==> src/include/spi_cfg.svh <==
`ifndef SPI_CFG_SVH
`define SPI_CFG_SVH

// ----------------
// Register byte addresses
// ----------------
`define ADDR_STATUS 32'hffff_0a00
`define ADDR_RX_DATA 32'hffff_0a04
`define ADDR_TX_DATA 32'hffff_0a08
`define ADDR_DIVIDER 32'hffff_0a0c
`define ADDR_CONTROL 32'hffff_0a10

// ----------------
// Reset values
// ----------------
`define RST_DIVIDER 8'h1b
`define RST_CONTROL 16'h0000
`define RST_BYTE 8'h00
// Writable control bits; 15:13 and 4 read as zero
`define CONTROL_MASK 16'h1fef

// ----------------
// Control bit positions
// ----------------
`define CON_ENABLE 0
`define CON_MASTER 1
`define CON_PHASE 2
`define CON_POLARITY 3
`define CON_LSB_FIRST 5
`define CON_TX_START 6
`define CON_UNDER_ZERO 7
`define CON_OVERWRITE 8
`define CON_CS_OFF 9
`define CON_OPEN_DRAIN 10
`define CON_LOOPBACK 11
`define CON_CONTINUOUS 12

// ----------------
// Status bit positions
// ----------------
`define STA_TX_FULL 0
`define STA_TX_IRQ 1
`define STA_TX_UNDER 2
`define STA_RX_FULL 3
`define STA_RX_IRQ 4
`define STA_RX_OVER 5

// ----------------
// Transfer shape
// ----------------
`define BITS_PER_BYTE 4'h8
`define LAST_HALF 4'hf

`endif

==> src/include/spi_pkg.sv <==
package spi_pkg;

    // Serial pins as seen from outside the core clock domain
    typedef struct packed {
        logic sclk;
        logic mosi;
        logic miso;
        logic cs_n;
    } pins_in_t;

    // Driven pins, each with its output enable
    typedef struct packed {
        logic sclk;
        logic sclk_oe;
        logic mosi;
        logic mosi_oe;
        logic miso;
        logic miso_oe;
        logic cs_n;
        logic cs_n_oe;
    } pins_out_t;

    // Master sequencer states
    typedef enum logic [2:0] {
        ST_IDLE = 3'b001,
        ST_RUN = 3'b010,
        ST_GAP = 3'b100
    } master_state_t;

endpackage

==> src/design/spi_master_slave_port.sv <==
`timescale 1ns/1ns
`include "spi_cfg.svh"

// How it works
// - Interrupt follows TX or RX flag per mode
// - RX overflow flag set, cleared by RX read
// - RX irq is full or overflow, read clears
// - RX full while unread byte waits
// - TX underflow flag cleared by TX write
// - TX irq: while enabled, not full or underflow
// - TX full from write until sent
// - Byte registers, eight bits per transfer
// - Eight-bit divider resets to 0x1B
// - Continuous master keeps chip select low
// - Single transfers separated by stall period
// - Loopback routes our outgoing bit back into the receiver
// - Open drain MISO when bit set
// - Master chip select suppressed by bit 9
// - Overflow overwrites or discards new byte
// - Underflow sends zero or previous byte
// - Start on TX write or RX read
// - LSB or MSB first selection
// - Serial clock idle level from polarity
// - Clock pulse at start or end
// - Master or slave role select
// - Port enabled only while bit 0 set
module spi_master_slave_port (
    // Clock and reset
    input wire logic pclk,
    input wire logic presetn,
    // APB slave
    input wire logic psel,
    input wire logic penable,
    input wire logic pwrite,
    input wire logic [31:0] paddr,
    input wire logic [31:0] pwdata,
    output logic [31:0] prdata,
    output logic pready,
    output logic pslverr,
    // Serial pins
    input wire spi_pkg::pins_in_t pins_in,
    output spi_pkg::pins_out_t pins_out,
    // Interrupt
    output logic irq
);

    // ----------------
    // Declarations
    // ----------------
    logic [15:0] control; // Control register
    logic [7:0] divider; // Clock divider register
    logic [7:0] tx_data; // Last byte written by software
    logic [7:0] last_tx; // Previous byte really sent
    logic [7:0] rx_data; // Received byte held for software
    logic tx_full; // Data not yet completely sent
    logic tx_fresh; // Written but not yet loaded
    logic tx_under; // Underflow seen
    logic rx_full; // Unread byte present
    logic rx_over; // Overflow seen
    logic go; // Master start request from RX read
    logic [7:0] tx_sr; // Transmit shifter
    logic [7:0] rx_sr; // Receive shifter
    logic [3:0] bitcnt; // Bits sampled in this byte
    logic [3:0] hcnt; // Master half-bit index
    spi_pkg::master_state_t state; // Master sequencer
    spi_pkg::master_state_t next_state;
    spi_pkg::pins_in_t pins_s; // Synchronised pins
    logic sclk_prev; // Previous synchronised sclk
    logic cs_prev; // Previous synchronised chip select
    logic tick; // Half-bit tick
    logic [7:0] next_rx; // Receive shifter after this sample
    logic [7:0] load_val; // Byte loaded into the shifter
    logic [7:0] status; // Status view
    logic acc; // APB access phase
    logic hit; // Address maps to a register
    logic wr_tx, rd_rx, wr_div, wr_con;
    logic en, master, cpha, cpol, lsb;
    logic tx_irq, rx_irq;
    logic m_act, m_start, m_mid, m_end, m_done, m_cont;
    logic s_act, s_sel, cs_fall, sclk_chg, lead, trail;
    logic load_ev, sample_ev, shift_ev, done_ev;
    logic tx_bit, rx_bit;

    // ----------------
    // Control fields
    // ----------------
    assign en = control[`CON_ENABLE];
    assign master = en && control[`CON_MASTER];
    assign cpha = control[`CON_PHASE];
    assign cpol = control[`CON_POLARITY];
    assign lsb = control[`CON_LSB_FIRST];

    // ----------------
    // APB decode
    // ----------------
    // Zero wait states: every access completes in its first cycle
    assign pready = 1'b1;
    assign acc = psel && penable;
    assign hit = (paddr == `ADDR_STATUS) || (paddr == `ADDR_RX_DATA) ||
                 (paddr == `ADDR_TX_DATA) || (paddr == `ADDR_DIVIDER) ||
                 (paddr == `ADDR_CONTROL);
    assign pslverr = acc && !hit;
    assign wr_tx = acc && pwrite && (paddr == `ADDR_TX_DATA);
    assign rd_rx = acc && !pwrite && (paddr == `ADDR_RX_DATA);
    assign wr_div = acc && pwrite && (paddr == `ADDR_DIVIDER);
    assign wr_con = acc && pwrite && (paddr == `ADDR_CONTROL);

    // Read data captured in the setup cycle so it comes from a flop
    always_ff @(posedge pclk or negedge presetn) begin
        if (!presetn) begin
            prdata <= 32'h0000_0000;
        end else if (psel && !penable && !pwrite) begin
            unique case (paddr)
                `ADDR_STATUS: prdata <= {24'h00_0000, status};
                `ADDR_RX_DATA: prdata <= {24'h00_0000, rx_data};
                `ADDR_DIVIDER: prdata <= {24'h00_0000, divider};
                `ADDR_CONTROL: prdata <= {16'h0000, control};
                default: prdata <= 32'h0000_0000;
            endcase
        end
    end

    // Software-written configuration
    always_ff @(posedge pclk or negedge presetn) begin
        if (!presetn) begin
            control <= `RST_CONTROL;
            divider <= `RST_DIVIDER;
        end else begin
            if (wr_con) begin
                control <= pwdata[15:0] & `CONTROL_MASK;
            end
            if (wr_div) begin
                divider <= pwdata[7:0];
            end
        end
    end

    // ----------------
    // Status and interrupt
    // ----------------
    assign rx_irq = rx_full || rx_over;
    // Disabling the port after the last byte drops the TX request
    assign tx_irq = en && (!tx_full || tx_under);
    assign status = {2'b00, rx_over, rx_irq, rx_full,
                     tx_under, tx_irq, tx_full};
    // Only one source reaches the pin, as picked by the start mode
    assign irq = control[`CON_TX_START] ? tx_irq : rx_irq;

    // ----------------
    // Pin synchronisers and slave edge detect
    // ----------------
    pin_sync #(
        .W(4)
    ) u_sync (
        .pclk(pclk),
        .presetn(presetn),
        .async_in(pins_in),
        .sync_out(pins_s)
    );

    // Previous values of the synchronised clock and select
    always_ff @(posedge pclk or negedge presetn) begin
        if (!presetn) begin
            sclk_prev <= 1'b0;
            cs_prev <= 1'b1;
        end else begin
            sclk_prev <= pins_s.sclk;
            cs_prev <= pins_s.cs_n;
        end
    end

    assign s_act = en && !master;
    assign s_sel = s_act && !pins_s.cs_n;
    assign cs_fall = s_act && cs_prev && !pins_s.cs_n;
    assign sclk_chg = s_sel && (pins_s.sclk != sclk_prev);
    // Leading edge leaves the idle level, trailing edge returns to it
    assign lead = sclk_chg && (pins_s.sclk != cpol);
    assign trail = sclk_chg && (pins_s.sclk == cpol);

    // ----------------
    // Master sequencer
    // ----------------
    sclk_divider u_div (
        .pclk(pclk),
        .presetn(presetn),
        .run(state != spi_pkg::ST_IDLE),
        .div(divider),
        .tick(tick)
    );

    assign m_act = master;
    assign m_start = m_act && (state == spi_pkg::ST_IDLE) &&
                     (control[`CON_TX_START] ? tx_fresh : go);
    assign m_mid = (state == spi_pkg::ST_RUN) && tick && !hcnt[0];
    assign m_end = (state == spi_pkg::ST_RUN) && tick && hcnt[0];
    assign m_done = m_end && (hcnt == `LAST_HALF);
    // Fresh data in continuous mode goes out with no gap
    assign m_cont = m_done && control[`CON_CONTINUOUS] && tx_fresh;

    // Next state of the sequencer
    always_comb begin
        next_state = state;
        unique case (state)
            spi_pkg::ST_IDLE: begin
                if (m_start) begin
                    next_state = spi_pkg::ST_RUN;
                end
            end
            spi_pkg::ST_RUN: begin
                if (m_done && !m_cont) begin
                    next_state = spi_pkg::ST_GAP;
                end
            end
            spi_pkg::ST_GAP: begin
                // Stall of one half bit with chip select released
                if (tick) begin
                    next_state = spi_pkg::ST_IDLE;
                end
            end
            default: next_state = spi_pkg::ST_IDLE;
        endcase
        if (!m_act) begin
            next_state = spi_pkg::ST_IDLE;
        end
    end

    // State and half-bit index
    always_ff @(posedge pclk or negedge presetn) begin
        if (!presetn) begin
            state <= spi_pkg::ST_IDLE;
            hcnt <= 4'h0;
        end else begin
            state <= next_state;
            if (next_state != spi_pkg::ST_RUN || m_start) begin
                hcnt <= 4'h0;
            end else if (tick) begin
                hcnt <= hcnt + 4'h1;
            end
        end
    end

    // Read-started transfer request, set wins over its clear
    always_ff @(posedge pclk or negedge presetn) begin
        if (!presetn) begin
            go <= 1'b0;
        end else if (!m_act) begin
            go <= 1'b0;
        end else if (rd_rx) begin
            go <= 1'b1;
        end else if (m_start) begin
            go <= 1'b0;
        end
    end

    // ----------------
    // Shift events shared by both roles
    // ----------------
    // Master samples at mid bit and shifts at bit end in both phases;
    // the phase bit only moves where the clock edges fall
    assign load_ev = m_start || m_cont || cs_fall || (done_ev && s_sel);
    assign sample_ev = m_mid || (s_sel && (cpha ? trail : lead));
    // Slave skips the shift edge right after a load, so bit 0 stays
    assign shift_ev = (m_end && !m_done) ||
                      ((cpha ? lead : trail) && (bitcnt != 4'h0));
    assign done_ev = sample_ev && (bitcnt == `BITS_PER_BYTE - 4'h1);

    assign tx_bit = lsb ? tx_sr[0] : tx_sr[7];
    // Loopback feeds our own outgoing bit back into the receiver
    assign rx_bit = control[`CON_LOOPBACK] ? tx_bit :
                    (master ? pins_s.miso : pins_s.mosi);
    assign next_rx = lsb ? {rx_bit, rx_sr[7:1]} :
                           {rx_sr[6:0], rx_bit};
    // No fresh data: zero or repeat the last byte actually sent
    assign load_val = tx_fresh ? tx_data :
                      (control[`CON_UNDER_ZERO] ? 8'h00 : last_tx);

    // Shifters and bit counter
    always_ff @(posedge pclk or negedge presetn) begin
        if (!presetn) begin
            tx_sr <= 8'h00;
            rx_sr <= 8'h00;
            bitcnt <= 4'h0;
        end else begin
            if (load_ev) begin
                tx_sr <= load_val;
            end else if (shift_ev) begin
                tx_sr <= lsb ? {1'b0, tx_sr[7:1]} : {tx_sr[6:0], 1'b0};
            end
            if (sample_ev) begin
                rx_sr <= next_rx;
            end
            // Select lost mid byte, or a new byte begins
            if (load_ev || done_ev || (s_act && pins_s.cs_n)) begin
                bitcnt <= 4'h0;
            end else if (sample_ev) begin
                bitcnt <= bitcnt + 4'h1;
            end
        end
    end

    // ----------------
    // Transmit holding register and flags
    // ----------------
    always_ff @(posedge pclk or negedge presetn) begin
        if (!presetn) begin
            tx_data <= `RST_BYTE;
            last_tx <= `RST_BYTE;
        end else begin
            if (wr_tx) begin
                tx_data <= pwdata[7:0];
            end
            if (load_ev && tx_fresh) begin
                last_tx <= tx_data;
            end
        end
    end

    // Occupied flag: set by write, dropped when the byte is out
    always_ff @(posedge pclk or negedge presetn) begin
        if (!presetn) begin
            tx_full <= 1'b0;
            tx_fresh <= 1'b0;
        end else begin
            if (wr_tx) begin
                tx_full <= 1'b1;
            end else if (done_ev && !tx_fresh) begin
                tx_full <= 1'b0;
            end
            if (wr_tx) begin
                tx_fresh <= 1'b1;
            end else if (load_ev) begin
                tx_fresh <= 1'b0;
            end
        end
    end

    // Underflow: a byte left with nothing new; the set wins
    always_ff @(posedge pclk or negedge presetn) begin
        if (!presetn) begin
            tx_under <= 1'b0;
        end else if (load_ev && !tx_fresh) begin
            tx_under <= 1'b1;
        end else if (wr_tx) begin
            tx_under <= 1'b0;
        end
    end

    // ----------------
    // Receive register and flags
    // ----------------
    always_ff @(posedge pclk or negedge presetn) begin
        if (!presetn) begin
            rx_data <= `RST_BYTE;
        end else if (done_ev && (!rx_full || control[`CON_OVERWRITE])) begin
            rx_data <= next_rx;
        end
    end

    // New byte beats a read in the same cycle
    always_ff @(posedge pclk or negedge presetn) begin
        if (!presetn) begin
            rx_full <= 1'b0;
            rx_over <= 1'b0;
        end else begin
            if (done_ev) begin
                rx_full <= 1'b1;
            end else if (rd_rx) begin
                rx_full <= 1'b0;
            end
            if (done_ev && rx_full) begin
                rx_over <= 1'b1;
            end else if (rd_rx) begin
                rx_over <= 1'b0;
            end
        end
    end

    // ----------------
    // Pin drivers, registered
    // ----------------
    // Outputs trail the sequencer by one clock, which is uniform for
    // clock and data so their relation on the wire is unchanged
    always_ff @(posedge pclk or negedge presetn) begin
        if (!presetn) begin
            pins_out <= '0;
        end else begin
            pins_out.sclk <= cpol ^ ((state == spi_pkg::ST_RUN) &&
                             (cpha ? !hcnt[0] : hcnt[0]));
            pins_out.sclk_oe <= m_act;
            pins_out.mosi <= tx_bit;
            pins_out.mosi_oe <= m_act;
            // Select held low across back-to-back continuous bytes
            pins_out.cs_n <= (state != spi_pkg::ST_RUN);
            pins_out.cs_n_oe <= m_act && !control[`CON_CS_OFF];
            // Open drain: only ever pull low
            pins_out.miso <= control[`CON_OPEN_DRAIN] ? 1'b0 : tx_bit;
            pins_out.miso_oe <= s_sel && (!control[`CON_OPEN_DRAIN] ||
                                !tx_bit);
        end
    end

endmodule // spi_master_slave_port

==> src/design/pin_sync.sv <==
`timescale 1ns/1ns

// Two-stage synchroniser for asynchronous pin inputs
module pin_sync #(
    parameter int W = 4
) (
    // Clock and reset
    input wire logic pclk,
    input wire logic presetn,
    // Asynchronous in, synchronised out
    input wire logic [W-1:0] async_in,
    output logic [W-1:0] sync_out
);

    // First stage, read only by the second stage
    logic [W-1:0] meta;

    // ----------------------------------------------------------------
    // Two stages per bit; reset state is all ones (idle pins)
    // ----------------------------------------------------------------
    genvar i;
    generate
        for (i = 0; i < W; i++) begin : g_bit
            always_ff @(posedge pclk or negedge presetn) begin
                if (!presetn) begin
                    meta[i] <= 1'b1;
                    sync_out[i] <= 1'b1;
                end else begin
                    meta[i] <= async_in[i];
                    sync_out[i] <= meta[i];
                end
            end
        end
    endgenerate

endmodule // pin_sync

==> src/design/sclk_divider.sv <==
`timescale 1ns/1ns

// Half-bit tick generator: one tick every (div + 1) clocks
module sclk_divider (
    // Clock and reset
    input wire logic pclk,
    input wire logic presetn,
    // Control
    input wire logic run,
    input wire logic [7:0] div,
    // One-cycle pulse at the end of each half bit
    output logic tick
);

    // Cycles elapsed in the current half bit
    logic [7:0] count;

    assign tick = run && (count == div);

    // ----------------------------------------------------------------
    // Counter restarts whenever the sequencer is not running
    // ----------------------------------------------------------------
    always_ff @(posedge pclk or negedge presetn) begin
        if (!presetn) begin
            count <= 8'h00;
        end else if (!run || tick) begin
            count <= 8'h00;
        end else begin
            count <= count + 8'h01;
        end
    end

endmodule // sclk_divider

==> config.mk <==
export PLATFORM = sky130hd
export DESIGN_NAME = spi_master_slave_port
export DESIGN_NICKNAME = d
export VERILOG_FILES = /design/src/include/spi_pkg.sv /design/src/design/spi_master_slave_port.sv /design/src/design/pin_sync.sv /design/src/design/sclk_divider.sv
export VERILOG_INCLUDE_DIRS = /design/src /design/src/include
export SDC_FILE = /design/constraint.sdc
export NUM_CORES = 1
export LEC_CHECK = 0
export BUFFER_PORTS_ARGS = -buffer_cell sky130_fd_sc_hd__buf_2
export CAP_MARGIN = 20
export CORE_MARGIN = 1.5
export CORE_UTILIZATION = 35
export CTS_CLUSTER_DIAMETER = 80
export CTS_CLUSTER_SIZE = 10
export DETAILED_ROUTE_END_ITERATION = 6
export HOLD_SLACK_MARGIN = 0.03
export PLACE_DENSITY = 0.55
export SYNTH_ARGS = -nofsm -noshare
export SYNTH_HDL_FRONTEND = slang
export SYNTH_HIERARCHICAL = 1
export SYNTH_SLANG_ARGS = --single-unit
==> constraint.sdc <==
create_clock -name pclk -period 6.1 [get_ports pclk]
set_input_delay 0.915 -clock pclk [delete_from_list [all_inputs] [get_ports pclk]]
set_output_delay 0.915 -clock pclk [all_outputs]
set_load 0.005 [all_outputs]
==> metrics.txt, run 1 <==
# TYPE chip_impl_metric gauge
chip_impl_info{name="run_status",value="completed"} 1
chip_impl_metric{name="fill_cells",unit=""} 1496
chip_impl_metric{name="grt.total_usage",unit="%"} 15.9
chip_impl_metric{name="cts.htree.levels",unit=""} 4
chip_impl_metric{name="fin_nets",unit=""} 629
chip_impl_metric{name="wl_per_cell",unit="µm"} 15.9
chip_impl_metric{name="insertion_delay",unit="ns"} 0.42
chip_impl_metric{name="route.vias.total",unit=""} 3920
chip_impl_metric{name="area_growth_synth_to_finish",unit="%"} 19.6
chip_impl_metric{name="setup-tns-final",unit="ns"} 0
chip_impl_metric{name="pwr_density",unit="mW/mm²"} 276
chip_impl_metric{name="finalWeightedCongestion",unit=""} 0.815
chip_impl_info{name="cts-root-buf",value="sky130_fd_sc_hd__clkbuf_16"} 1
chip_impl_metric{name="cts_resized",unit=""} 0
chip_impl_metric{name="die_h",unit="µm"} 130
chip_impl_metric{name="floorplan.io_pins",unit=""} 116
chip_impl_info{name="hold_path.class",value="register to register"} 1
chip_impl_info{name="timing.critical_path.to_type",value="register"} 1
chip_impl_metric{name="ys_seq_elements",unit=""} 115
chip_impl_metric{name="core",unit="mm²"} 0.0158
chip_impl_info{name="launching_element_type_of_the_critical_path",value="register"} 1
chip_impl_metric{name="timing_worst_slew_pin_value",unit="ns"} 0.903
chip_impl_metric{name="layout-drive-gt1-share",unit="%"} 34.2
chip_impl_metric{name="synth-warning-count",unit=""} 6
chip_impl_metric{name="timing.final.setup_violations",unit=""} 0
chip_impl_metric{name="timing.final.max_slew_violations",unit=""} 0
chip_impl_metric{name="grt_start_max_net_pins",unit=""} 59
chip_impl_metric{name="layout.core_utilization",unit="%"} 42.6
chip_impl_metric{name="grt_antenna_before_repair",unit=""} 0
chip_impl_metric{name="portBuffers",unit=""} 76
chip_impl_metric{name="detailedPlacementHpwl",unit="mm"} 9.17
chip_impl_metric{name="overflow",unit=""} 0
chip_impl_metric{name="number_of_synthesized_flops_with_an_enable_pin",unit=""} 0
chip_impl_metric{name="peak_ir_drop_on_the_vdd_network",unit="V"} 0.000204
chip_impl_metric{name="setup_ws",unit="ns"} 2.66
chip_impl_metric{name="leakagePower",unit="nW"} 3.21
chip_impl_metric{name="synth.yosys.seq_area_share",unit="%"} 51.5
chip_impl_metric{name="detail_route.first_pass.iterations",unit=""} 4
chip_impl_metric{name="clock_sink_count",unit=""} 115
chip_impl_metric{name="critPathRequiredTime",unit="ns"} 6.40
chip_impl_metric{name="worst_ep_arrival_time",unit="ns"} 3.75
chip_impl_metric{name="part_of_the_cycle_the_worst_path_needs",unit="%"} 56.4
chip_impl_metric{name="grt_first_pass_wirelength",unit="mm"} 20.2
chip_impl_metric{name="finClkSkew",unit="ns"} 0.00814
chip_impl_metric{name="worst_slew_slack_as_a_fraction_of_its_limit",unit="%"} 39.8
chip_impl_metric{name="synth.lib_cells_used.distinct",unit=""} 60
chip_impl_metric{name="cts.clk_slew.worst_paths",unit="ns"} 0.05
chip_impl_info{name="ys_top_cells_by_area",value="sky130_fd_sc_hd__dfrtp_1 45%, sky130_fd_sc_hd__mux2_2 10%, sky130_fd_sc_hd__dfstp_2 6.5%, sky130_fd_sc_hd__mux2i_1 5.3%, sky130_fd_sc_hd__buf_4 2.9%"} 1
chip_impl_info{name="tritoncts",value="built"} 1
chip_impl_metric{name="cts_buffer_depth",unit=""} 2
chip_impl_metric{name="grt_pass1_vias",unit=""} 3966
chip_impl_metric{name="start_util",unit="%"} 35.6
chip_impl_metric{name="rr_worst_depth",unit=""} 7
chip_impl_metric{name="post_cts_buffers",unit=""} 0
chip_impl_metric{name="dr.first_iter.drc_count",unit=""} 243
chip_impl_metric{name="holdBufCountCts",unit=""} 0
chip_impl_info{name="netlist_top_cells_count",value="101 x sky130_fd_sc_hd__dfrtp_1, 52 x sky130_fd_sc_hd__mux2_2, 30 x sky130_fd_sc_hd__mux2i_1"} 1
chip_impl_metric{name="max_freq",unit="MHz"} 290
chip_impl_metric{name="netlist.area_leader.share",unit="%"} 45.0
chip_impl_info{name="synth_top_area_cell",value="sky130_fd_sc_hd__dfrtp_1"} 1
chip_impl_metric{name="timing_hold_violations_final",unit=""} 0
chip_impl_metric{name="final_worst_path_period_need",unit="ns"} 3.44
chip_impl_metric{name="cap_viol_max_count",unit=""} 0
chip_impl_metric{name="worst_hold_path.num_cells",unit=""} 0
chip_impl_metric{name="drc",unit=""} 0
chip_impl_info{name="synth_most_common_cell",value="sky130_fd_sc_hd__dfrtp_1"} 1
chip_impl_metric{name="fp.dieW",unit="µm"} 130
chip_impl_metric{name="pre_cts_slack",unit="ns"} 2.72
chip_impl_metric{name="route.final.wire_length",unit="mm"} 12.4
chip_impl_metric{name="async_reset_ff_share",unit="%"} 100
chip_impl_metric{name="die-area",unit="mm²"} 0.0168
chip_impl_metric{name="inserted_diodes",unit=""} 0
chip_impl_metric{name="syn-cell-area",unit="mm²"} 0.00562
chip_impl_metric{name="total_clock_buffers_created_by_cts",unit=""} 17
chip_impl_metric{name="via_per_inst",unit=""} 5.02
chip_impl_info{name="crit_type",value="register to register"} 1
chip_impl_metric{name="path_max_fanout",unit=""} 29
chip_impl_info{name="ys.flop_type",value="sky130_fd_sc_hd__dfrtp_1"} 1
chip_impl_metric{name="synthCells",unit=""} 479
chip_impl_metric{name="core_rows",unit=""} 46
chip_impl_info{name="rsz0062_at_grt",value="no"} 1
chip_impl_metric{name="ant_nets",unit=""} 0
chip_impl_metric{name="avgSynthCellArea",unit="µm²"} 11.7
[cell usage in the layout (no fill, tap or decap), types with 10 or more instances in the layout]
cell type                   count
sky130_fd_sc_hd__dfrtp_1      101
sky130_fd_sc_hd__dfstp_2       14
sky130_fd_sc_hd__conb_1        20
sky130_fd_sc_hd__buf_2         75
sky130_fd_sc_hd__mux2i_1       30
sky130_fd_sc_hd__mux2_2        52
sky130_fd_sc_hd__a21oi_1       28
sky130_fd_sc_hd__nor2_1        25
sky130_fd_sc_hd__nand2_1       21
sky130_fd_sc_hd__xor2_1        11
sky130_fd_sc_hd__nand3_1       12
sky130_fd_sc_hd__a22o_1        16
sky130_fd_sc_hd__clkbuf_16     17
sky130_fd_sc_hd__nand4_1       10
sky130_fd_sc_hd__o21ai_0       16
[report_power, final]
group,internal (W),switching [W]
clock,0.000692,0.000337
sequential,0.000770,0.00000166
combinational,0.0000181,0.0000357
[flip-flops by register name, indices dropped and copies added, names as in the netlist]
register         cells
bitcnt               4
control             12
cs_prev              1
divider              8
go                   1
hcnt                 4
last_tx              8
pins_out             7
prdata              13
rx_data              8
rx_full              1
rx_over              1
rx_sr                8
sclk_prev            1
state                3
tx_data              8
tx_fresh             1
tx_full              1
tx_sr                8
tx_under             1
u_div/count          8
u_sync/meta          4
u_sync/sync_out      4
[per-layer routing]
metal	track usage (%)	vias up	routed length, µm
li1	-	1851	-
met1	18.8	1950	5530
met2	27.1	99	6090
met3	4.39	20	510
met4	7.12	0	306
met5	0	-	0
[critical path: stages, from the launching register on]
cell                      delay (ns)
sky130_fd_sc_hd__dfstp_2        0.57
sky130_fd_sc_hd__xor2_1         0.09
sky130_fd_sc_hd__nor4_2         0.72
sky130_fd_sc_hd__and3_1         0.56
sky130_fd_sc_hd__nor3b_2        0.40
sky130_fd_sc_hd__a21o_2         0.49
sky130_fd_sc_hd__nand2_1        0.18
sky130_fd_sc_hd__mux2_2         0.31
[path summary, 6_finish.rpt]
kind,from,to,slack (ns)
max in group asynchronous,presetn,u_div/count[2]$_DFF_PN0_,4.32
hold reg to reg,u_sync/meta[1]$_DFF_PN1_,u_sync/sync_out[1]$_DFF_PN1_,0.35
setup reg to reg,divider[4]$_DFFE_PN1P_,rx_data[7]$_DFFE_PN0P_,2.66
min in group asynchronous,presetn,pins_out[5]$_DFF_PN0_,0.56
hold / removal,u_sync/meta[1]$_DFF_PN1_,u_sync/sync_out[1]$_DFF_PN1_,0.35
setup / recovery,divider[4]$_DFFE_PN1P_,rx_data[7]$_DFFE_PN0P_,2.66
[kinds of logic (layout without fill, tap and decap cells)]
family / count (synthesis) / in the layout / synth area share [%]
AO/OA/AOI/OAI: 94 / 94 / 11.8
XOR/XNOR: 17 / 17 / 2.92
adder cells (fa/ha/maj): 4 / 4 / 0.890
buffers and inverters: 50 / 118 / 5.05
flip-flops: 115 / 115 / 51.5
multiplexers: 83 / 83 / 16.0
other: 2 / 20 / 0.134
AND/OR/NAND/NOR: 114 / 114 / 11.7
[area by class of cell]
cell class	instances	area, µm²	share of cell area, %
Tap cell	216	270	4.02
Clock inverter	9	125	1.86
Sequential cell	115	2900	43.1
Timing Repair Buffer	77	390	5.81
Inverter	9	33.8	0.503
Multi-Input combinational cell	332	2510	37.3
Clock buffer	23	498	7.41
[through the flow]
stage | hold WS, ns | total power, W | std cells | instance area [µm²]
after global routing | 0.359 | 0.00192 | 781 | 6720
after detailed placement | 0.349 | 0.000839 | 749 | 6100
after CTS | 0.357 | 0.00188 | 781 | 6720
final | 0.354 | 0.00186 | 781 | 6720
after global placement | 0.348 | 0.000838 | 749 | 6100
after floorplan | 0.345 | 0.000809 | 497 | 5690
Note: power is estimated with default switching activity, not from simulation.
==> run 2: changes to the inputs <==
Settings changed: PLACE_DENSITY 0.55 to 0.57.
Clock period 6.1 ns to 2.8 ns, I/O delays scaled along.
==> run 2 against run 1 <==
Compared with the run above: wire length grew 1.6%; non-clock buffer count grew 15; core utilization is 0.59 points higher; combinational power grew 130%; total power up 110%; register-to-register slack got worse by 2.4 ns; clock skew fell by 0.0016 ns; clock power grew 100%; final area up 1.4%; sequential power increased by 120%; critical endpoint is now bitcnt[2]$_DFFE_PN0P_; largest power group unchanged; highest routed layer unchanged.
==> metrics.txt, run 2 (synthesis gave the netlist of run 1 again) <==
# TYPE chip_impl_metric gauge
chip_impl_metric{name="cts.clk_slew.worst_paths",unit="ns"} 0.05
chip_impl_metric{name="finClkSkew",unit="ns"} 0.00654
chip_impl_metric{name="leakagePower",unit="nW"} 3.26
chip_impl_metric{name="setup-tns-final",unit="ns"} 0
chip_impl_metric{name="worst_slew_slack_as_a_fraction_of_its_limit",unit="%"} 61.2
chip_impl_info{name="crit_type",value="register to register"} 1
chip_impl_metric{name="floorplan.io_pins",unit=""} 116
chip_impl_metric{name="portBuffers",unit=""} 76
chip_impl_metric{name="ff2ff_setup_slack",unit="ns"} 0.24
chip_impl_metric{name="overflow",unit=""} 0
chip_impl_info{name="launching_element_type_of_the_critical_path",value="register"} 1
chip_impl_metric{name="die_h",unit="µm"} 130
chip_impl_info{name="mostFrequentLayoutCell",value="sky130_fd_sc_hd__dfrtp_1"} 1
chip_impl_metric{name="inserted_diodes",unit=""} 0
chip_impl_metric{name="clock_sink_count",unit=""} 115
chip_impl_metric{name="design_power_total",unit="W"} 0.00391
chip_impl_metric{name="route.vias.total",unit=""} 3988
chip_impl_metric{name="grt_first_pass_wirelength",unit="mm"} 20.5
chip_impl_metric{name="worst_ep_arrival_time",unit="ns"} 2.89
chip_impl_metric{name="ant_nets",unit=""} 0
chip_impl_metric{name="part_of_the_cycle_the_worst_path_needs",unit="%"} 91.3
chip_impl_metric{name="insertion_delay",unit="ns"} 0.41
chip_impl_info{name="regMostFlops",value="prdata"} 1
chip_impl_metric{name="pwr_density",unit="mW/mm²"} 573
chip_impl_metric{name="detail_route.first_pass.iterations",unit=""} 4
chip_impl_metric{name="area_growth_synth_to_finish",unit="%"} 21.2
chip_impl_metric{name="finalWeightedCongestion",unit=""} 0.818
chip_impl_metric{name="fp.dieW",unit="µm"} 130
chip_impl_metric{name="timing_hold_violations_final",unit=""} 0
chip_impl_metric{name="grt_start_max_net_pins",unit=""} 54
chip_impl_metric{name="grt.total_usage",unit="%"} 16.1
chip_impl_metric{name="die-area",unit="mm²"} 0.0168
chip_impl_info{name="largest_registers",value="prdata: 13 flops, control: 12 flops"} 1
chip_impl_metric{name="post_cts_buffers",unit=""} 0
chip_impl_metric{name="via_per_inst",unit=""} 5.01
chip_impl_metric{name="wl_per_cell",unit="µm"} 15.9
chip_impl_metric{name="final_worst_path_period_need",unit="ns"} 2.56
chip_impl_info{name="rsz0062_at_grt",value="no"} 1
chip_impl_metric{name="path_max_fanout",unit=""} 7
chip_impl_metric{name="dr.first_iter.drc_count",unit=""} 280
chip_impl_info{name="run_status",value="completed"} 1
chip_impl_info{name="cts-root-buf",value="sky130_fd_sc_hd__clkbuf_16"} 1
chip_impl_metric{name="start_util",unit="%"} 35.6
chip_impl_metric{name="max_freq",unit="MHz"} 391
chip_impl_metric{name="core_rows",unit=""} 46
chip_impl_info{name="top_layer_used",value="met4"} 1
chip_impl_info{name="hold_path.class",value="input pin to register"} 1
chip_impl_metric{name="cts.htree.levels",unit=""} 4
chip_impl_metric{name="largest_reg_flops",unit=""} 13
chip_impl_metric{name="total_clock_buffers_created_by_cts",unit=""} 17
chip_impl_metric{name="grt_antenna_before_repair",unit=""} 0
chip_impl_metric{name="routedLengthMet1",unit="mm"} 5.52
chip_impl_metric{name="route.final.wire_length",unit="mm"} 12.6
chip_impl_metric{name="fin_nets",unit=""} 644
chip_impl_metric{name="timing_worst_slew_pin_value",unit="ns"} 0.582
chip_impl_metric{name="layout-drive-gt1-share",unit="%"} 35.3
chip_impl_metric{name="timing.final.max_slew_violations",unit=""} 0
chip_impl_metric{name="drc",unit=""} 0
chip_impl_metric{name="met3WireLength",unit="µm"} 631
chip_impl_metric{name="core",unit="mm²"} 0.0158
chip_impl_metric{name="dr_wl_met2",unit="mm"} 6.21
chip_impl_metric{name="peak_ir_drop_on_the_vdd_network",unit="V"} 0.000474
chip_impl_info{name="layout.cells.most_common_list",value="101 x sky130_fd_sc_hd__dfrtp_1, 75 x sky130_fd_sc_hd__buf_2, 52 x sky130_fd_sc_hd__mux2_2"} 1
chip_impl_metric{name="cap_viol_max_count",unit=""} 0
chip_impl_info{name="tritoncts",value="built"} 1
chip_impl_info{name="timing.critical_path.to_type",value="register"} 1
chip_impl_metric{name="grt_pass1_vias",unit=""} 4037
chip_impl_metric{name="timing.final.setup_violations",unit=""} 0
chip_impl_metric{name="cts_buffer_depth",unit=""} 2
chip_impl_metric{name="detailedPlacementHpwl",unit="mm"} 9.44
chip_impl_metric{name="critPathRequiredTime",unit="ns"} 3.13
run 2: what timing repair did:
action	4_1_cts	5_1_grt
gates resized for setup	0	1
hold endpoints to repair	14	0
setup endpoints to repair	0	3
hold buffers	1	0
run 2: area by class of cell:
cell class	instances	area, µm²
fillers	1496	8950
flip-flops and latches	115	2900
multi-input cells	332	2520
repair buffers	92	518
clock buffers	23	478
well taps	216	270
clock inverters	9	104
inverters	9	33.8
run 2: worst max-delay path: stages, from the launching register on:
cell and delay (ns):
sky130_fd_sc_hd__dfstp_2 0.56, sky130_fd_sc_hd__xor2_1 0.08, sky130_fd_sc_hd__nor4_2 0.43, sky130_fd_sc_hd__and3_1 0.29, sky130_fd_sc_hd__nor3b_2 0.34, sky130_fd_sc_hd__a21oi_1 0.10
sky130_fd_sc_hd__buf_4 0.19, sky130_fd_sc_hd__or3_1 0.31, sky130_fd_sc_hd__a21oi_1 0.16
run 2: worst paths after layout:
path	endpoint	from	cells past startpoint
min in group asynchronous	sclk_prev$_DFF_PN0_	presetn	2
max reg2reg	bitcnt[2]$_DFFE_PN0P_	divider[4]$_DFFE_PN1P_	8
min	u_sync/meta[1]$_DFF_PN1_	pins_in[1]	1
max in group asynchronous	divider[1]$_DFFE_PN1P_	presetn	3
max	bitcnt[2]$_DFFE_PN0P_	divider[4]$_DFFE_PN1P_	8
min reg2reg	u_sync/sync_out[0]$_DFF_PN1_	u_sync/meta[0]$_DFF_PN1_	0
run 2: per-stage QoR:
| stage | cell area (µm²) | cells | hold WS, ns | util, % | worst slack [ns] |
|---|---|---|---|---|---|
| after floorplan | 5690 | 497 | 0.124 | - | 0.0704 |
| after global placement | 6220 | 763 | 0.348 | 39.4 | 0.192 |
| after detailed placement | 6220 | 763 | 0.349 | 39.4 | 0.180 |
| after CTS | 6810 | 796 | 0.0885 | 43.2 | 0.156 |
| after global routing | 6820 | 796 | 0.0878 | 43.2 | 0.0161 |
| final | 6820 | 796 | 0.107 | 43.2 | 0.244 |
run 2: metal layers:
metal,global-route usage (%),vias to the layer above
met5,0,-
met2,26.9,118
met3,3.98,18
met1,19.5,1969
li1,-,1883
met4,7.45,0
run 2: where the power goes:
group | internal (W) | switching [W]
combinational | 0.0000443 | 0.0000793
sequential | 0.00168 | 0.00000392
clock | 0.00137 | 0.000730
==> run 3: changes to the inputs <==
Settings changed: PLACE_DENSITY 0.57 to 0.55.
Clock period 2.8 ns to 3.3 ns, I/O delays scaled along.
==> run 3 against run 2 <==
Compared with the run above: final area shrank 0.88%; sequential power shrank 15%; die area is the same; final cell count shrank 1.0%; clock skew grew 0.00063 ns; critical path type unchanged; via count shrank 1.8%; sequential share of layout area grew 0.38 points; worst setup slack gained 0.19 ns; core utilization shrank 0.38 points; wire length grew 0.21%; first-iteration DRC count shrank 6.1%.
==> metrics.txt, run 3 (synthesis gave the netlist of run 1 again) <==
# TYPE chip_impl_metric gauge
chip_impl_metric{name="die-area",unit="mm²"} 0.0168
chip_impl_metric{name="cts.htree.levels",unit=""} 4
chip_impl_info{name="largest_registers",value="prdata: 13 flops, control: 12 flops"} 1
chip_impl_metric{name="final_instance_area",unit="mm²"} 0.00676
chip_impl_metric{name="insertion_delay",unit="ns"} 0.41
chip_impl_metric{name="grt_antenna_before_repair",unit=""} 0
chip_impl_metric{name="power.clock.fraction",unit="%"} 54.1
chip_impl_metric{name="grt.total_usage",unit="%"} 15.8
chip_impl_metric{name="part_of_the_cycle_the_worst_path_needs",unit="%"} 86.9
chip_impl_metric{name="overflow",unit=""} 0
chip_impl_metric{name="area_growth_synth_to_finish",unit="%"} 20.2
chip_impl_metric{name="cts.clk_slew.worst_paths",unit="ns"} 0.05
chip_impl_metric{name="detail_route.first_pass.iterations",unit=""} 4
chip_impl_metric{name="timing_worst_slew_pin_value",unit="ns"} 0.821
chip_impl_info{name="layout.cells.most_common_list",value="101 x sky130_fd_sc_hd__dfrtp_1, 75 x sky130_fd_sc_hd__buf_2, 52 x sky130_fd_sc_hd__mux2_2"} 1
chip_impl_metric{name="cts_resized",unit=""} 0
chip_impl_metric{name="dr.first_iter.drc_count",unit=""} 263
chip_impl_metric{name="layout-drive-gt1-share",unit="%"} 34.4
chip_impl_metric{name="swShare",unit="%"} 20.3
chip_impl_info{name="cts-root-buf",value="sky130_fd_sc_hd__clkbuf_16"} 1
chip_impl_metric{name="timing.final.setup_violations",unit=""} 0
chip_impl_metric{name="largest_reg_flops",unit=""} 13
chip_impl_info{name="startpoint",value="divider[4]$_DFFE_PN1P_"} 1
chip_impl_metric{name="wl_per_cell",unit="µm"} 16.1
chip_impl_metric{name="portBuffers",unit=""} 76
chip_impl_info{name="r2r_start",value="divider[4]$_DFFE_PN1P_"} 1
chip_impl_metric{name="timing_hold_violations_final",unit=""} 0
chip_impl_info{name="rsz0062_at_grt",value="no"} 1
chip_impl_metric{name="comb_power_share",unit="%"} 3.0
chip_impl_metric{name="drc",unit=""} 0
chip_impl_metric{name="largest_stage_delay_on_the_critical_path",unit="ns"} 0.58
chip_impl_metric{name="crit_cells",unit=""} 7
chip_impl_info{name="hold_path.class",value="input pin to asynchronous set/reset pin"} 1
chip_impl_metric{name="seq_pwr_share",unit="%"} 42.9
chip_impl_info{name="regMostFlops",value="prdata"} 1
chip_impl_metric{name="finalWeightedCongestion",unit=""} 0.768
chip_impl_metric{name="post_cts_buffers",unit=""} 0
chip_impl_info{name="cpMaxStageDelayCell",value="sky130_fd_sc_hd__dfstp_2"} 1
chip_impl_metric{name="timing.final.max_slew_violations",unit=""} 0
chip_impl_metric{name="critPathRequiredTime",unit="ns"} 3.60
chip_impl_metric{name="route.final.wire_length",unit="mm"} 12.7
chip_impl_metric{name="inserted_diodes",unit=""} 0
chip_impl_metric{name="detailedPlacementHpwl",unit="mm"} 9.36
chip_impl_info{name="critical_path.top_delay_family",value="simple AND/OR/NAND/NOR gates"} 1
chip_impl_metric{name="ant_nets",unit=""} 0
chip_impl_metric{name="max_freq",unit="MHz"} 349
chip_impl_metric{name="fin_nets",unit=""} 636
chip_impl_info{name="critical_path.cell_chain",value="xor2_1 -> nor4_2 -> and3_1 -> nor3b_2 -> a21o_2 -> nand2_1 -> mux2_2"} 1
chip_impl_metric{name="route.vias.total",unit=""} 3917
chip_impl_metric{name="cp.buffers_inverters",unit=""} 0
chip_impl_metric{name="clock_sink_count",unit=""} 115
chip_impl_metric{name="finClkSkew",unit="ns"} 0.00717
chip_impl_metric{name="total_clock_buffers_created_by_cts",unit=""} 17
chip_impl_metric{name="ff2ff_setup_slack",unit="ns"} 0.43
chip_impl_info{name="cp_capture_point",value="rx_data[0]$_DFFE_PN0P_"} 1
chip_impl_metric{name="via_per_inst",unit=""} 4.97
chip_impl_metric{name="grt_start_max_net_pins",unit=""} 63
chip_impl_metric{name="grt_pass1_vias",unit=""} 3977
chip_impl_metric{name="start_util",unit="%"} 35.6
chip_impl_metric{name="peak_ir_drop_on_the_vdd_network",unit="V"} 0.000378
chip_impl_metric{name="cap_viol_max_count",unit=""} 0
chip_impl_metric{name="power_report.internal_total",unit="W"} 0.00265
chip_impl_metric{name="pwr_density",unit="mW/mm²"} 492
chip_impl_metric{name="layout.area.seq",unit="mm²"} 0.00290
chip_impl_metric{name="rr_worst_depth",unit=""} 7
chip_impl_metric{name="cts_buffer_depth",unit=""} 2
chip_impl_info{name="timing.critical_path.to_type",value="register"} 1
chip_impl_info{name="mostFrequentLayoutCell",value="sky130_fd_sc_hd__dfrtp_1"} 1
chip_impl_metric{name="path_max_fanout",unit=""} 18
chip_impl_metric{name="placement.cell_area",unit="mm²"} 0.00616
chip_impl_metric{name="final_worst_path_period_need",unit="ns"} 2.87
chip_impl_metric{name="worst_ep_arrival_time",unit="ns"} 3.16
chip_impl_metric{name="switching_power",unit="W"} 0.000674
chip_impl_metric{name="leakagePower",unit="nW"} 3.23
chip_impl_info{name="run_status",value="completed"} 1
chip_impl_info{name="worstReg2RegEnd",value="rx_data[0]$_DFFE_PN0P_"} 1
chip_impl_metric{name="fp.dieW",unit="µm"} 130
chip_impl_metric{name="worst_hold_slack",unit="ns"} 0.163
chip_impl_metric{name="setup-tns-final",unit="ns"} 0
chip_impl_metric{name="fill_cells",unit=""} 1499
chip_impl_info{name="launching_element_type_of_the_critical_path",value="register"} 1
chip_impl_metric{name="grt_first_pass_wirelength",unit="mm"} 20.3
chip_impl_metric{name="die_h",unit="µm"} 130
chip_impl_metric{name="core_rows",unit=""} 46
chip_impl_metric{name="core",unit="mm²"} 0.0158
chip_impl_info{name="tritoncts",value="built"} 1
chip_impl_info{name="crit_type",value="register to register"} 1
chip_impl_metric{name="floorplan.io_pins",unit=""} 116
chip_impl_metric{name="worst_slew_slack_as_a_fraction_of_its_limit",unit="%"} 45.3
chip_impl_metric{name="multiInputGateArea",unit="mm²"} 0.00251
chip_impl_metric{name="holdBufCountCts",unit=""} 0
run 3: final cells by class:
class                   instances  share of cell area (%)
flip-flops and latches        115                    42.9
multi-input cells             332                    37.2
clock buffers                  29                    8.15
repair buffers                 84                    6.74
well taps                     216                    4.00
clock inverters                 3                   0.593
inverters                       9                   0.500
run 3: layer usage:
| layer | share of wire [%] | GRT usage (%) | vias to the layer above | wire length (µm) |
|---|---|---|---|---|
| met5 | 0 | 0 | - | 0 |
| met4 | 1.9 | 6.80 | 0 | 240 |
| met3 | 3.5 | 3.49 | 19 | 445 |
| met2 | 51 | 27.6 | 90 | 6410 |
| met1 | 44 | 18.8 | 1941 | 5570 |
| li1 | - | - | 1867 | - |
run 3: how the worst min path moves through the flow:
| stage | from | to | slack (ns) | cells past startpoint |
|---|---|---|---|---|
| finish | presetn | sclk_prev$_DFF_PN0_ | 0.16 | 1 |
| global route | pins_in[2] | u_sync/meta[2]$_DFF_PN1_ | 0.17 | 1 |
| CTS | pins_in[1] | u_sync/meta[1]$_DFF_PN1_ | 0.17 | 1 |
| detailed placement | u_sync/meta[2]$_DFF_PN1_ | u_sync/sync_out[2]$_DFF_PN1_ | 0.35 | 0 |
| global placement | u_sync/meta[3]$_DFF_PN1_ | u_sync/sync_out[3]$_DFF_PN1_ | 0.35 | 0 |
| floorplan | presetn | bitcnt[0]$_DFFE_PN0P_ | 0.20 | 0 |
run 3: power by group through the flow:
stage / Sequential [W] / Clock, W / Combinational, W
final: 0.00143 / 0.00180 / 0.000101
after global routing: 0.00143 / 0.00191 / 0.000118
after CTS: 0.00143 / 0.00184 / 0.000104
after detailed placement: 0.00145 / 0 / 0.000104
after global placement: 0.00145 / 0 / 0.000102
after floorplan: 0.00145 / 0 / 0.0000470
run 3: metrics by stage:
stage	power (W)	setup slack (ns)	instances	utilization [%]
final	0.00333	0.432	788	42.8
after global routing	0.00345	0.286	788	42.8
after CTS	0.00337	0.451	788	42.8
after detailed placement	0.00155	0.488	756	39.1
after global placement	0.00155	0.566	756	39.1
after floorplan	0.00150	0.570	497	-
